**src/logic/ast_pkg.sv**
```systemverilog
// Purpose: Shared constants and types for the converter start and trigger
//   control block.
// Assumes: One 32-bit configuration word and one status word on AXI4-Lite.
// Notes: Bit positions follow the configuration word layout.
package ast_pkg;

  // Register byte addresses.
  localparam logic [3:0] AST_CFG_ADDR = 4'h0;
  localparam logic [3:0] AST_STAT_ADDR = 4'h4;

  // Configuration word field positions.
  localparam int AST_B_PWR_DOWN = 0;
  localparam int AST_B_SCAN = 1;
  localparam int AST_B_TRG_EN = 3;
  localparam int AST_B_TRIGGER_EDGE_OR_LEVEL_SELECT = 4;
  localparam int AST_B_EDGE = 5;
  localparam int AST_B_RSV6 = 6;
  localparam int AST_B_NORMAL_START = 7;
  localparam int AST_B_JTRG_EN = 9;
  localparam int AST_B_INJECTION_EDGE_SELECT = 10;
  localparam int AST_B_INJECTION_START = 11;
  localparam int AST_B_RSV14 = 14;
  localparam int AST_B_CLK_SEL = 23;

  // Status word field positions.
  localparam int AST_S_NRUN = 0;
  localparam int AST_S_NPEND = 1;
  localparam int AST_S_JBUSY = 2;
  localparam int AST_S_STOP = 3;

  // Reset value: powered down, everything else cleared.
  localparam logic AST_RST_PWR_DOWN = 1'b1;

  // AXI responses.
  localparam logic [1:0] AST_RESP_OKAY = 2'h0;
  localparam logic [1:0] AST_RESP_SLVERR = 2'h2;

  // Normal chain sequencer states.
  typedef enum logic [1:0] {
    AST_N_IDLE = 2'b00,
    AST_N_PEND = 2'b01,
    AST_N_RUN = 2'b10
  } ast_nstate_e;

  // Stored configuration fields.
  typedef struct packed {
    logic pwr_down;
    logic scan;
    logic trg_en;
    logic trigger_edge_or_level_select;
    logic edge_sel;
    logic rsv6;
    logic jtrg_en;
    logic injection_edge_select;
    logic rsv14;
    logic clk_sel;
  } ast_cfg_s;

endpackage

```
**src/logic/ast_start_ctrl.sv**
```systemverilog
// Purpose: Start, stop and trigger control of the converter, with the
//   converter clock enable, behind an AXI4-Lite register slave.
// Assumes: Engine strobes are on clk_sys; trigger pins are asynchronous.
// Notes: Injected conversions take priority; a normal start waits for them.
//
// Added by the designer: the AXI4-Lite slave port and the placing of the registers.
`timescale 1ns/1ns
module ast_start_ctrl (
  input wire logic clk_sys,
  input wire logic reset,
  input wire logic [3:0] s_axi_awaddr,
  input wire logic s_axi_awvalid,
  output logic s_axi_awready,
  input wire logic [31:0] s_axi_wdata,
  input wire logic [3:0] s_axi_wstrb,
  input wire logic s_axi_wvalid,
  output logic s_axi_wready,
  output logic [1:0] s_axi_bresp,
  output logic s_axi_bvalid,
  input wire logic s_axi_bready,
  input wire logic [3:0] s_axi_araddr,
  input wire logic s_axi_arvalid,
  output logic s_axi_arready,
  output logic [31:0] s_axi_rdata,
  output logic [1:0] s_axi_rresp,
  output logic s_axi_rvalid,
  input wire logic s_axi_rready,
  input wire logic ext_trigger,
  input wire logic inj_trigger,
  input wire logic chain_done,
  input wire logic inj_done,
  output logic chain_go,
  output logic inj_go,
  output logic conv_clk_en
);
  import ast_pkg::*;

  ast_cfg_s cfg_q;
  ast_nstate_e nstate_q;
  logic stop_q;
  logic jbusy_q;
  logic clk_div_q;
  logic chain_go_q;
  logic inj_go_q;
  logic conv_clk_en_q;
  logic [3:0] awaddr_q;
  logic aw_have_q;
  logic [31:0] wdata_q;
  logic [3:0] wstrb_q;
  logic w_have_q;
  logic awready_q;
  logic wready_q;
  logic bvalid_q;
  logic [1:0] bresp_q;
  logic arready_q;
  logic rvalid_q;
  logic [1:0] rresp_q;
  logic [31:0] rdata_q;
  logic wr_do;
  logic wr_cfg;
  logic [31:0] wmask;
  logic [31:0] wval;
  logic normal_start_wr1;
  logic normal_start_wr0;
  logic injection_start_wr1;
  logic ext_req;
  logic inj_ext_req;
  logic n_req;
  logic j_req;
  logic [31:0] cfg_word;
  logic [31:0] stat_word;

  // Byte-lane mask and the new value of the configuration word.
  always_comb begin
    for (int i = 0; i < 4; i++) begin
      wmask[8*i +: 8] = {8{wstrb_q[i]}};
    end
    wval = (cfg_word & ~wmask) | (wdata_q & wmask);
  end

  // A write is carried out once address and data are both held.
  assign wr_do = aw_have_q & w_have_q & ~bvalid_q;
  assign wr_cfg = wr_do & (awaddr_q == AST_CFG_ADDR);
  assign normal_start_wr1 = wr_cfg & wstrb_q[0] & wdata_q[AST_B_NORMAL_START];
  assign normal_start_wr0 = wr_cfg & wstrb_q[0] & ~wdata_q[AST_B_NORMAL_START];
  assign injection_start_wr1 = wr_cfg & wstrb_q[1] & wdata_q[AST_B_INJECTION_START];

  // Trigger detectors for the normal and injected start pins.
  ast_trig_det u_norm_trig (
    .clk_sys(clk_sys),
    .reset(reset),
    .trig_pin(ext_trigger),
    .enable(cfg_q.trg_en),
    .level_mode(cfg_q.trigger_edge_or_level_select),
    .high_sel(cfg_q.edge_sel),
    .req(ext_req)
  );

  ast_trig_det u_inj_trig (
    .clk_sys(clk_sys),
    .reset(reset),
    .trig_pin(inj_trigger),
    .enable(cfg_q.jtrg_en),
    .level_mode(1'b0),
    .high_sel(cfg_q.injection_edge_select),
    .req(inj_ext_req)
  );

  // Start requests; none is raised while powered down.
  assign n_req = ~cfg_q.pwr_down & (normal_start_wr1 | ext_req);
  assign j_req = ~cfg_q.pwr_down & (injection_start_wr1 | inj_ext_req);

  // Configuration fields; reserved positions 6 and 14 are stored too.
  always_ff @(posedge clk_sys) begin
    if (reset) begin
      cfg_q <= '0;
      cfg_q.pwr_down <= AST_RST_PWR_DOWN;
    end else if (wr_cfg) begin
      cfg_q.pwr_down <= wval[AST_B_PWR_DOWN];
      cfg_q.scan <= wval[AST_B_SCAN];
      cfg_q.trg_en <= wval[AST_B_TRG_EN];
      cfg_q.trigger_edge_or_level_select <= wval[AST_B_TRIGGER_EDGE_OR_LEVEL_SELECT];
      cfg_q.edge_sel <= wval[AST_B_EDGE];
      cfg_q.rsv6 <= wval[AST_B_RSV6];
      cfg_q.jtrg_en <= wval[AST_B_JTRG_EN];
      cfg_q.injection_edge_select <= wval[AST_B_INJECTION_EDGE_SELECT];
      cfg_q.rsv14 <= wval[AST_B_RSV14];
      if (cfg_q.pwr_down) begin
        cfg_q.clk_sel <= wval[AST_B_CLK_SEL];
      end
    end
  end

  // Injected conversion: busy from start until the engine reports done.
  always_ff @(posedge clk_sys) begin
    if (reset) begin
      jbusy_q <= 1'b0;
      inj_go_q <= 1'b0;
    end else begin
      inj_go_q <= j_req & ~jbusy_q;
      if (j_req & ~jbusy_q) begin
        jbusy_q <= 1'b1;
      end else if (inj_done) begin
        jbusy_q <= 1'b0;
      end
    end
  end

  // Normal chain and scan sequencer, held pending behind injection.
  always_ff @(posedge clk_sys) begin
    if (reset) begin
      nstate_q <= AST_N_IDLE;
      stop_q <= 1'b0;
      chain_go_q <= 1'b0;
    end else begin
      chain_go_q <= 1'b0;
      unique case (nstate_q)
        AST_N_IDLE: begin
          stop_q <= 1'b0;
          if (n_req) begin
            nstate_q <= AST_N_PEND;
          end
        end
        AST_N_PEND: begin
          if (normal_start_wr0) begin
            nstate_q <= AST_N_IDLE;
          end else if (~jbusy_q & ~j_req) begin
            chain_go_q <= 1'b1;
            nstate_q <= AST_N_RUN;
          end
        end
        AST_N_RUN: begin
          if (chain_done) begin
            if (cfg_q.scan & ~stop_q & ~normal_start_wr0) begin
              nstate_q <= AST_N_PEND;
            end else begin
              nstate_q <= AST_N_IDLE;
            end
          end else if (normal_start_wr0) begin
            stop_q <= 1'b1;
          end
        end
        default: begin
          nstate_q <= AST_N_IDLE;
        end
      endcase
    end
  end

  // Converter clock enable: every cycle, or every second cycle.
  always_ff @(posedge clk_sys) begin
    if (reset) begin
      clk_div_q <= 1'b0;
      conv_clk_en_q <= 1'b0;
    end else begin
      clk_div_q <= ~clk_div_q;
      conv_clk_en_q <= cfg_q.clk_sel | clk_div_q;
    end
  end

  // Read views of the configuration and status words.
  always_comb begin
    cfg_word = '0;
    cfg_word[AST_B_PWR_DOWN] = cfg_q.pwr_down;
    cfg_word[AST_B_SCAN] = cfg_q.scan;
    cfg_word[AST_B_TRG_EN] = cfg_q.trg_en;
    cfg_word[AST_B_TRIGGER_EDGE_OR_LEVEL_SELECT] = cfg_q.trigger_edge_or_level_select;
    cfg_word[AST_B_EDGE] = cfg_q.edge_sel;
    cfg_word[AST_B_RSV6] = cfg_q.rsv6;
    cfg_word[AST_B_NORMAL_START] = (nstate_q != AST_N_IDLE);
    cfg_word[AST_B_JTRG_EN] = cfg_q.jtrg_en;
    cfg_word[AST_B_INJECTION_EDGE_SELECT] = cfg_q.injection_edge_select;
    cfg_word[AST_B_INJECTION_START] = jbusy_q;
    cfg_word[AST_B_RSV14] = cfg_q.rsv14;
    cfg_word[AST_B_CLK_SEL] = cfg_q.clk_sel;
    stat_word = '0;
    stat_word[AST_S_NRUN] = (nstate_q == AST_N_RUN);
    stat_word[AST_S_NPEND] = (nstate_q == AST_N_PEND);
    stat_word[AST_S_JBUSY] = jbusy_q;
    stat_word[AST_S_STOP] = stop_q;
  end

  // Write address and data channels, taken in either order.
  always_ff @(posedge clk_sys) begin
    if (reset) begin
      aw_have_q <= 1'b0;
      w_have_q <= 1'b0;
      awready_q <= 1'b1;
      wready_q <= 1'b1;
      awaddr_q <= '0;
      wdata_q <= '0;
      wstrb_q <= '0;
    end else begin
      if (s_axi_awvalid & awready_q) begin
        awaddr_q <= s_axi_awaddr;
        aw_have_q <= 1'b1;
        awready_q <= 1'b0;
      end else if (s_axi_bvalid & s_axi_bready) begin
        aw_have_q <= 1'b0;
        awready_q <= 1'b1;
      end
      if (s_axi_wvalid & wready_q) begin
        wdata_q <= s_axi_wdata;
        wstrb_q <= s_axi_wstrb;
        w_have_q <= 1'b1;
        wready_q <= 1'b0;
      end else if (s_axi_bvalid & s_axi_bready) begin
        w_have_q <= 1'b0;
        wready_q <= 1'b1;
      end
    end
  end

  // Write response, one cycle after both halves are held.
  always_ff @(posedge clk_sys) begin
    if (reset) begin
      bvalid_q <= 1'b0;
      bresp_q <= AST_RESP_OKAY;
    end else if (wr_do) begin
      bvalid_q <= 1'b1;
      bresp_q <= (awaddr_q == AST_CFG_ADDR) ? AST_RESP_OKAY : AST_RESP_SLVERR;
    end else if (bvalid_q & s_axi_bready) begin
      bvalid_q <= 1'b0;
    end
  end

  // Read channel, answered one cycle after the address is taken.
  always_ff @(posedge clk_sys) begin
    if (reset) begin
      arready_q <= 1'b1;
      rvalid_q <= 1'b0;
      rdata_q <= '0;
      rresp_q <= AST_RESP_OKAY;
    end else if (s_axi_arvalid & arready_q) begin
      arready_q <= 1'b0;
      rvalid_q <= 1'b1;
      if (s_axi_araddr == AST_CFG_ADDR) begin
        rdata_q <= cfg_word;
        rresp_q <= AST_RESP_OKAY;
      end else if (s_axi_araddr == AST_STAT_ADDR) begin
        rdata_q <= stat_word;
        rresp_q <= AST_RESP_OKAY;
      end else begin
        rdata_q <= '0;
        rresp_q <= AST_RESP_SLVERR;
      end
    end else if (rvalid_q & s_axi_rready) begin
      rvalid_q <= 1'b0;
      arready_q <= 1'b1;
    end
  end

  // Outputs straight from flip-flops.
  assign s_axi_awready = awready_q;
  assign s_axi_wready = wready_q;
  assign s_axi_bvalid = bvalid_q;
  assign s_axi_bresp = bresp_q;
  assign s_axi_arready = arready_q;
  assign s_axi_rvalid = rvalid_q;
  assign s_axi_rresp = rresp_q;
  assign s_axi_rdata = rdata_q;
  assign chain_go = chain_go_q;
  assign inj_go = inj_go_q;
  assign conv_clk_en = conv_clk_en_q;

endmodule // ast_start_ctrl

```
**src/logic/ast_trig_det.sv**
```systemverilog
// Purpose: Synchronise one trigger pin and turn it into start requests.
// Assumes: The pin is asynchronous to clk_sys.
// Notes: Level mode requests every cycle the level is present.
`timescale 1ns/1ns
module ast_trig_det (
  input wire logic clk_sys,
  input wire logic reset,
  input wire logic trig_pin,
  input wire logic enable,
  input wire logic level_mode,
  input wire logic high_sel,
  output logic req
);

  logic sync1_q;
  logic sync2_q;
  logic prev_q;

  // Two-stage synchroniser, then one more stage for edge compare.
  always_ff @(posedge clk_sys) begin
    if (reset) begin
      sync1_q <= 1'b0;
      sync2_q <= 1'b0;
      prev_q <= 1'b0;
    end else begin
      sync1_q <= trig_pin;
      sync2_q <= sync1_q;
      prev_q <= sync2_q;
    end
  end

  // Select the active edge or level of the synchronised sample.
  always_comb begin
    if (!enable) begin
      req = 1'b0;
    end else if (level_mode) begin
      req = (sync2_q == high_sel);
    end else if (high_sel) begin
      req = sync2_q & ~prev_q;
    end else begin
      req = ~sync2_q & prev_q;
    end
  end

endmodule // ast_trig_det

```
**config.mk**
```make
export PLATFORM = sky130hd
export DESIGN_NAME = ast_start_ctrl
export DESIGN_NICKNAME = d
export VERILOG_FILES = /design/src/logic/ast_pkg.sv /design/src/logic/ast_start_ctrl.sv /design/src/logic/ast_trig_det.sv
export SDC_FILE = /design/constraint.sdc
export NUM_CORES = 1
export LEC_CHECK = 0
export BUFFER_PORTS_ARGS = -buffer_cell sky130_fd_sc_hd__buf_2
export CAP_MARGIN = 40
export CORE_MARGIN = 10
export CORE_UTILIZATION = 40
export DETAILED_ROUTE_END_ITERATION = 10
export GPL_ROUTABILITY_DRIVEN = 0
export GPL_TIMING_DRIVEN = 0
export HOLD_SLACK_MARGIN = 0.05
export PLACE_DENSITY = 0.67
export SLEW_MARGIN = 20
export SYNTH_ARGS = -nofsm -noshare
export SYNTH_HDL_FRONTEND = slang
export SYNTH_SLANG_ARGS = --single-unit
```
**constraint.sdc**
```tcl
create_clock -name clk_sys -period 1.95 [get_ports clk_sys]
set_input_delay 0.39 -clock clk_sys [delete_from_list [all_inputs] [get_ports clk_sys]]
set_output_delay 0.39 -clock clk_sys [all_outputs]
set_load 0.005 [all_outputs]
```
==> results of run 1 <==
## worst max-delay path: stages (launching register included)
cell and delay [ns]:
dfxtp_1 0.34, nor4_4 0.34, nand3_2 0.23, o21ai_2 0.21
o221ai_2 0.12, and4b_1 0.21
## cells by family (layout without fill, tap and decap cells)
family	count (synthesis)	after routing	synth area share [%]
flip-flops	65	65	50.2
other	1	21	0.145
multiplexers	3	3	1.21
AO/OA/AOI/OAI	63	63	15.6
buffers and inverters	37	108	8.84
AND/OR/NAND/NOR	123	123	24.0
## layer usage
metal | GRT usage, % | part of all wire, % | vias up
met1 | 14.4 | 46 | 941
met5 | 0 | 0 | -
met3 | 7.27 | 11 | 6
li1 | - | - | 1128
met4 | 4.24 | 0.86 | 0
met2 | 18.3 | 42 | 76
## layout by cell type, fill, tap and decap left out, types with 2 or more instances in the layout
| master | instances |
|---|---|
| a21o_1 | 3 |
| clkinvlp_4 | 2 |
| nor4_1 | 2 |
| clkbuf_1 | 11 |
| clkbuf_8 | 10 |
| clkinv_2 | 2 |
| nor2_1 | 23 |
| nor3_1 | 4 |
| nand2b_1 | 3 |
| nor2b_1 | 11 |
| buf_4 | 23 |
| buf_2 | 58 |
| conb_1 | 21 |
| nand3_1 | 14 |
| nand2_1 | 52 |
| dfxtp_1 | 65 |
| a21oi_1 | 35 |
| mux2i_1 | 2 |
| nor4_4 | 2 |
| o21bai_1 | 2 |
| a22oi_1 | 10 |
## per-stage QoR
step | instance area [um^2] | worst slack, ns
5_1_grt | 3230 | 0.265
6_report | 3230 | 0.381
3_5_place_dp | 3040 | 0.363
2_1_floorplan | 2670 | 0.577
4_1_cts | 3230 | 0.352
3_3_place_gp | 3040 | 0.361
## power by group through the flow
stage / clock network [uW] / registers (uW) / logic [uW]
floorplan: 0 / 1430 / 153
global placement: 0 / 1430 / 234
detailed placement: 0 / 1440 / 237
CTS: 1150 / 1410 / 237
global route: 1220 / 1410 / 271
finish: 1120 / 1410 / 237
## area by class of cell
type,instances,area (um^2),area share (%)
Clock inverter,5,55.1,1.70
Buffer,36,225,6.96
Multi-Input combinational cell,210,1140,35.1
Clock buffer,11,141,4.37
Inverter,1,3.75,0.116
Tap cell,77,96.3,2.98
Sequential cell,65,1300,40.2
Timing Repair Buffer,55,275,8.51
## how the worst min path moves through the flow
stage	startpoint	to	slack (ns)	depth (start not counted)
final	inj_done	jbusy_q	0.25	2
after global routing	inj_done	jbusy_q	0.25	2
after CTS	inj_done	jbusy_q	0.23	2
after detailed placement	clk_div_q	clk_div_q	0.40	1
after global placement	clk_div_q	clk_div_q	0.40	1
after floorplan	clk_div_q	clk_div_q	0.39	1
==> flow_metrics.py, run 1 <==
metrics = {
    "synth": {
        "synth_top_cell_by_area": "dfxtp_1",
        "async_reset_ff_share_pct": 0,
        "synth_edf_count": 0,
        "synth.most_common_cell": "dfxtp_1",
        "seq_area_frac_synth_pct": 50.2,
        "yosys_register_bits": 65,
        "synthTopCellsByArea": "dfxtp_1 (50%), nand2_1 (7.5%), a21oi_1 (6.8%), buf_4 (6.7%), nor2_1 (3.3%)",
        "synth_cell_type_count": 45,
        "ys_top_cells_by_count": "dfxtp_1 (65), nand2_1 (52), a21oi_1 (35)",
        "synth_area_um2": 2590,
        "ys.flop_type": "dfxtp_1",
        "avgSynthCellArea_um2": 8.87,
        "synth_top_area_share_pct": 50.2,
        "syn_inst": 292,
        "yosysWarnings": 0,
    },
    "clock_tree": {
        "cts_sinks": 65,
        "h-tree-depth": 3,
        "tritoncts": "built",
        "cts_setup_buffers": 0,
        "clock_latency_ns": 0.34,
        "cts-hold-fix-buffers": 0,
        "numCtsBuffers": 9,
        "cts_root_buf": "clkbuf_8",
        "cts-resized-gates": 0,
        "cts.path.max_buffers": 2,
        "clkTransAtPathRegs_ns": 0.07,
    },
    "critical_path": {
        "crit_path_start_kind": "register",
        "reg2reg_from": "awaddr_q[3]",
        "setup.worst_path.start": "awaddr_q[3]",
        "r2r_slack_ns": 0.38,
        "reg2reg_to": "nstate_q[0]",
        "critPathCapture": "nstate_q[0]",
        "critPathMaxFanout": 8,
        "crit_type": "reg2reg",
        "critPathRequiredTime_ns": 2.18,
        "reg2reg_depth": 5,
        "critPathCaptureType": "register",
        "crit_arrival_ns": 1.80,
    },
    "drt": {
        "drt-vias-per-instance": 4.68,
        "drt_first_pass_iters": 4,
        "drc": 0,
        "vias": 2151,
        "drt_iter0_drc": 57,
        "ant_nets": 0,
        "wire_per_inst_um": 13.2,
        "wirelength_mm": 6.08,
    },
    "min_path": {
        "hp-class": "in2reg",
    },
    "sta": {
        "relSlewSlack_pct": 58.9,
        "rsz0062_at_grt": "false",
        "finalCritPeriodShare_pct": 80.5,
        "setup_violations": 0,
        "whs_ns": 0.248,
        "hold_violations": 0,
        "fin_worst_skew_ns": 0.00765,
        "drv_slew": 0,
        "layout_min_cycle_time_ns": 1.57,
        "tns_ns": 0,
        "fmax_mhz": 637,
        "worstMarginPinSlew_ns": 0.616,
    },
    "floorplan": {
        "die_h_um": 100,
        "rows": 29,
        "start_util_pct": 41.0,
        "io_pins": 99,
        "dieWidth_um": 100,
        "core_area_um2": 6310,
        "dieArea_um2": 10100,
    },
    "power": {
        "p_per_area_nw_per_um2": 854,
        "seqPwrFrac_pct": 50.9,
        "power_switching_share_pct": 23.8,
        "comb_power_share_pct": 8.6,
        "vdd_drop_max_v": 0.000589,
        "total_leakage_power_uw": 0.00142,
        "switchingPower_uw": 658,
        "clockPowerShare_pct": 40.5,
        "p_int_uw": 2100,
        "power.total_uw": 2760,
    },
    "global_routing": {
        "grt_usage_pct": 12.3,
        "grt_pass1_vias": 2104,
        "grt_remaining_overflow": 0,
        "grt_first_pass_wirelength_mm": 10.0,
        "antenna_found_initial": 0,
        "grt_start_max_net_pins": 12,
    },
    "run_status": {
        "status": "finished clean",
    },
    "placed_design": {
        "port_buffers": 55,
        "dp_cells": 444,
        "place_hpwl_mm": 4.65,
    },
    "final_layout": {
        "synthToLayoutAreaGrowth_pct": 24.8,
        "stdcell_count": 460,
        "post-route-util_pct": 51.2,
        "layout-drive-gt1-share_pct": 28.2,
        "antennaDiodeCount": 0,
        "fill_cells": 630,
        "nets": 433,
    },
    "run": {
        "maxCapViolations": 0,
    },
}
No activity file was read; power rests on OpenSTA's default activity.
==> run 2: changes to the inputs <==
==> constraint.sdc (replaced) <==
create_clock -name clk_sys -period 1.5 [get_ports clk_sys]
set_input_delay 0.3 -clock clk_sys [delete_from_list [all_inputs] [get_ports clk_sys]]
set_output_delay 0.3 -clock clk_sys [all_outputs]
set_load 0.005 [all_outputs]
==> flow_metrics.py, run 2 (synthesized netlist as in run 1, its figures left out) <==
metrics = {
    "run_status": {
        "status": "finished with violations",
        "violations": "setup timing",
    },
    "clock_tree": {
        "cts-hold-fix-buffers": 0,
        "clkTransAtPathRegs_ns": 0.07,
        "clock_latency_ns": 0.34,
        "cts_root_buf": "clkbuf_8",
        "cts_sinks": 65,
        "cts.path.max_buffers": 2,
        "numCtsBuffers": 9,
        "tritoncts": "built",
        "h-tree-depth": 3,
    },
    "min_path": {
        "hp-start": "inj_done",
        "hold_end": "jbusy_q",
        "hp-class": "in2reg",
        "min_path_cells": 2,
    },
    "drt": {
        "drt-vias-per-instance": 4.70,
        "ant_nets": 0,
        "vias": 2184,
        "wirelength_mm": 6.14,
        "drc": 0,
        "drt_iter0_drc": 67,
        "drt_first_pass_iters": 5,
        "wire_per_inst_um": 13.2,
    },
    "final_layout": {
        "stdcell_count": 465,
        "layout_common_cells": "dfxtp_1 (62), buf_2 (57), nand2_1 (51), a21oi_1 (34), buf_4 (27)",
        "nets": 438,
        "antennaDiodeCount": 0,
        "layout-drive-gt1-share_pct": 31.7,
        "post-route-util_pct": 53.0,
        "synthToLayoutAreaGrowth_pct": 29.2,
        "final_common_cell": "dfxtp_1",
    },
    "floorplan": {
        "core_area_um2": 6310,
        "io_pins": 99,
        "rows": 29,
        "die_h_um": 100,
        "start_util_pct": 41.0,
        "dieWidth_um": 100,
        "dieArea_um2": 10100,
    },
    "global_routing": {
        "grt_first_pass_wirelength_mm": 10.1,
        "grt_remaining_overflow": 0,
        "grt_usage_pct": 12.5,
        "busiest_layer": "met2",
        "grt_util_met3_pct": 7.27,
        "grt_util_met2_pct": 18.6,
        "met1_usage_pct": 14.6,
        "antenna_found_initial": 0,
        "grt_start_max_net_pins": 12,
        "grt_pass1_vias": 2131,
    },
    "critical_path": {
        "reg2reg_from": "awaddr_q[3]",
        "crit_family": "simple AND/OR/NAND/NOR gates",
        "reg2reg_depth": 4,
        "max_stage_delay_ns": 0.40,
        "critPathMaxFanout": 5,
        "critPathCaptureType": "register",
        "crit_type": "reg2reg",
        "crit_chain": "nor4_4 -> and2_4 -> nand4_1 -> a221oi_2",
        "slowest_stage": "nor4_4",
        "crit_arrival_ns": 1.77,
        "r2r_slack_ns": -0.008,
        "critPathRequiredTime_ns": 1.76,
        "reg2reg_to": "nstate_q[1]",
        "cp_num_buf_inv": 0,
        "crit_path_start_kind": "register",
    },
    "sta": {
        "setup_violations": 1,
        "fin_worst_skew_ns": 0.00598,
        "fmax_mhz": 663,
        "timing.final.ws_setup_ns": -0.00801,
        "layout_min_cycle_time_ns": 1.51,
        "drv_slew": 0,
        "rsz0062_at_grt": "true",
        "tns_ns": -0.00801,
        "worstMarginPinSlew_ns": 0.595,
        "whs_ns": 0.159,
        "finalCritPeriodShare_pct": 101,
        "relSlewSlack_pct": 60.4,
        "hold_violations": 0,
    },
    "power": {
        "power.total_uw": 3610,
        "total_leakage_power_uw": 0.00147,
        "vdd_drop_max_v": 0.000769,
        "p_per_area_nw_per_um2": 1080,
    },
    "placed_design": {
        "place_hpwl_mm": 4.65,
        "dp_cells": 444,
        "port_buffers": 55,
    },
    "run": {
        "maxCapViolations": 0,
    },
}
-- run 2: cell count changes in the layout (fill, tap and decap cells not counted), moves of 2 or more --
cell / before / now
dfxtp_2: 0 / 2
dfxtp_1: 65 / 62
buf_4: 23 / 27
nand2_4: 0 / 2
-- run 2: worst max path at each step --
stage          slack (ns)           to         from  cells past startpoint
2_1_floorplan        0.13  nstate_q[0]  awaddr_q[3]                      5
3_3_place_gp        -0.01  nstate_q[0]  awaddr_q[3]                      5
3_5_place_dp        -0.06  nstate_q[0]  awaddr_q[3]                      5
4_1_cts             -0.02  nstate_q[0]  awaddr_q[0]                      5
5_1_grt             -0.07  nstate_q[0]  awaddr_q[3]                      5
6_report           -0.008  nstate_q[1]  awaddr_q[3]                      4
-- run 2: layout make-up --
cell class                      count  area [um^2]
Sequential cell                    65         1310
Buffer                             36          236
Clock buffer                       11          141
Multi-Input combinational cell    210         1190
Tap cell                           77         96.3
Fill cell                         617         2970
Timing Repair Buffer               60          317
Inverter                            1         3.75
Clock inverter                      5         55.1
-- run 2: timing repair --
action                     CTS  global route
pin swaps                    5             9
resized for setup            7            14
setup buffers                2             3
setup endpoints to repair    6            20
-- run 2: per-stage QoR --
| step | setup WS, ns | area, um^2 |
|---|---|---|
| 2_1_floorplan | 0.127 | 2670 |
| 3_3_place_gp | -0.0144 | 3040 |
| 3_5_place_dp | -0.0631 | 3040 |
| 4_1_cts | -0.0154 | 3270 |
| 5_1_grt | -0.0749 | 3350 |
| 6_report | -0.00801 | 3350 |
-- run 2: routing by layer --
layer  vias to the layer above  wire, um
met1                       955      2790
met4                         0        51
met2                        80      2640
met3                         7       660
li1                       1142         -
met5                         -         0
-- run 2: report_power, final --
part	switching (uW)	internal, uW
Sequential	43.3	1790
Combinational	172	149
Clock	648	806
==> run 3: changes to the inputs <==
--- a/config.mk
+++ b/config.mk
@@ -11,7 +11,6 @@
 export CORE_UTILIZATION = 40
 export DETAILED_ROUTE_END_ITERATION = 10
 export GPL_ROUTABILITY_DRIVEN = 0
-export GPL_TIMING_DRIVEN = 0
 export HOLD_SLACK_MARGIN = 0.05
 export PLACE_DENSITY = 0.67
 export SLEW_MARGIN = 20
==> flow_metrics.py, run 3 (synthesized netlist as in run 1, its figures left out) <==
metrics = {
    "clock_tree": {
        "numCtsBuffers": 9,
        "clock_latency_ns": 0.32,
        "cts_sinks": 65,
        "tritoncts": "built",
        "cts.path.max_buffers": 2,
        "cts_root_buf": "clkbuf_8",
        "clkTransAtPathRegs_ns": 0.07,
        "cts-hold-fix-buffers": 0,
        "h-tree-depth": 3,
    },
    "final_layout": {
        "post-route-util_pct": 49.7,
        "stdcell_count": 439,
        "layout-drive-gt1-share_pct": 28.2,
        "layout_common_cells": "dfxtp_1 (64), buf_2 (56), nand2_1 (52), a21oi_1 (35), nor2_1 (23)",
        "final_common_cell": "dfxtp_1",
        "synthToLayoutAreaGrowth_pct": 21.1,
        "nets": 413,
        "antennaDiodeCount": 0,
        "final_cell_area_um2": 3140,
    },
    "global_routing": {
        "grt_remaining_overflow": 0,
        "grt_usage_pct": 11.2,
        "grt_pass1_vias": 2189,
        "grt_first_pass_wirelength_mm": 9.54,
        "antenna_found_initial": 0,
        "grt_start_max_net_pins": 37,
    },
    "placed_design": {
        "port_buffers": 56,
        "place_area_um2": 2920,
        "place_hpwl_mm": 4.33,
        "dp_cells": 423,
    },
    "sta": {
        "finalCritPeriodShare_pct": 97.0,
        "setup_violations": 0,
        "whs_ns": 0.181,
        "relSlewSlack_pct": 54.1,
        "drv_slew": 0,
        "worstMarginPinSlew_ns": 0.689,
        "fmax_mhz": 687,
        "fin_worst_skew_ns": 0.00659,
        "tns_ns": 0,
        "hold_violations": 0,
        "rsz0062_at_grt": "true",
        "layout_min_cycle_time_ns": 1.45,
    },
    "drt": {
        "ant_nets": 0,
        "drc": 0,
        "vias": 2105,
        "wirelength_mm": 5.76,
        "wire_per_inst_um": 13.1,
        "drt-vias-per-instance": 4.79,
        "drt_iter0_drc": 42,
        "drt_first_pass_iters": 4,
    },
    "critical_path": {
        "critPathMaxFanout": 4,
        "crit_chain": "nor4_4 -> nand3_2 -> o211ai_2 -> o221ai_2 -> and4b_1",
        "max_stage_delay_ns": 0.34,
        "r2r_slack_ns": 0.05,
        "slowest_stage": "dfxtp_2",
        "critPathCaptureType": "register",
        "crit_arrival_ns": 1.67,
        "critPathRequiredTime_ns": 1.72,
        "crit_type": "reg2reg",
        "crit_path_start_kind": "register",
        "cp_num_buf_inv": 0,
        "crit_family": "simple AND/OR/NAND/NOR gates",
    },
    "min_path": {
        "hp-class": "in2reg",
    },
    "floorplan": {
        "die_h_um": 100,
        "start_util_pct": 41.0,
        "rows": 29,
        "dieWidth_um": 100,
        "dieArea_um2": 10100,
        "core_area_um2": 6310,
        "io_pins": 99,
    },
    "run": {
        "maxCapViolations": 0,
    },
    "run_status": {
        "status": "finished clean",
    },
    "power": {
        "total_leakage_power_uw": 0.00136,
        "p_per_area_nw_per_um2": 1090,
        "vdd_drop_max_v": 0.000539,
    },
}
run 3: routing by layer:
metal	wire [um]	up-vias	GRT usage, %
li1	-	1091	-
met1	2700	944	13.7
met2	2470	68	17.0
met3	571	2	4.73
met4	16	0	4.57
met5	0	-	0
run 3: layout make-up:
class                      instances  area [um^2]
timing repair buffer              71          393
tap                               77         96.3
sequential                        65         1300
fill                             629         3180
inverter                           1         3.75
clock inverter                     2         12.5
clock buffer                      13          169
multi-input combinational        210         1160
run 3: worst reg2reg max path: stages, from the launching register on:
cell and delay, ns:
dfxtp_2 0.34, nor4_4 0.33, nand3_2 0.18, o211ai_2 0.21, o221ai_2 0.11, and4b_1 0.19
run 3: report_power, final:
part           internal, uW  total [uW]  leakage (uW)  switching [uW]
combinational           118         274      0.000739             156
sequential             1790        1830      0.000531            40.6
clock                   724        1330     0.0000915             609
run 3: path summary, 6_finish.rpt:
check         startpoint     endpoint  cells past startpoint
max          awaddr_q[0]  nstate_q[0]                      5
min             inj_done      jbusy_q                      2
max reg2reg  awaddr_q[0]  nstate_q[0]                      5
min reg2reg    clk_div_q    clk_div_q                      1
run 3: stage by stage:
stage / setup WS, ns / total power, uW
after floorplan: 0.127 / 2060
after global placement: 0.0770 / 2130
after detailed placement: 0.0395 / 2140
after CTS: 0.0226 / 3460
after global routing: -0.0272 / 3590
final: 0.0454 / 3430
run 3: timing repair:
action                                  CTS  global route
gates resized for setup                   0             7
buffers inserted                          0             1
endpoints found under the setup margin    0             2
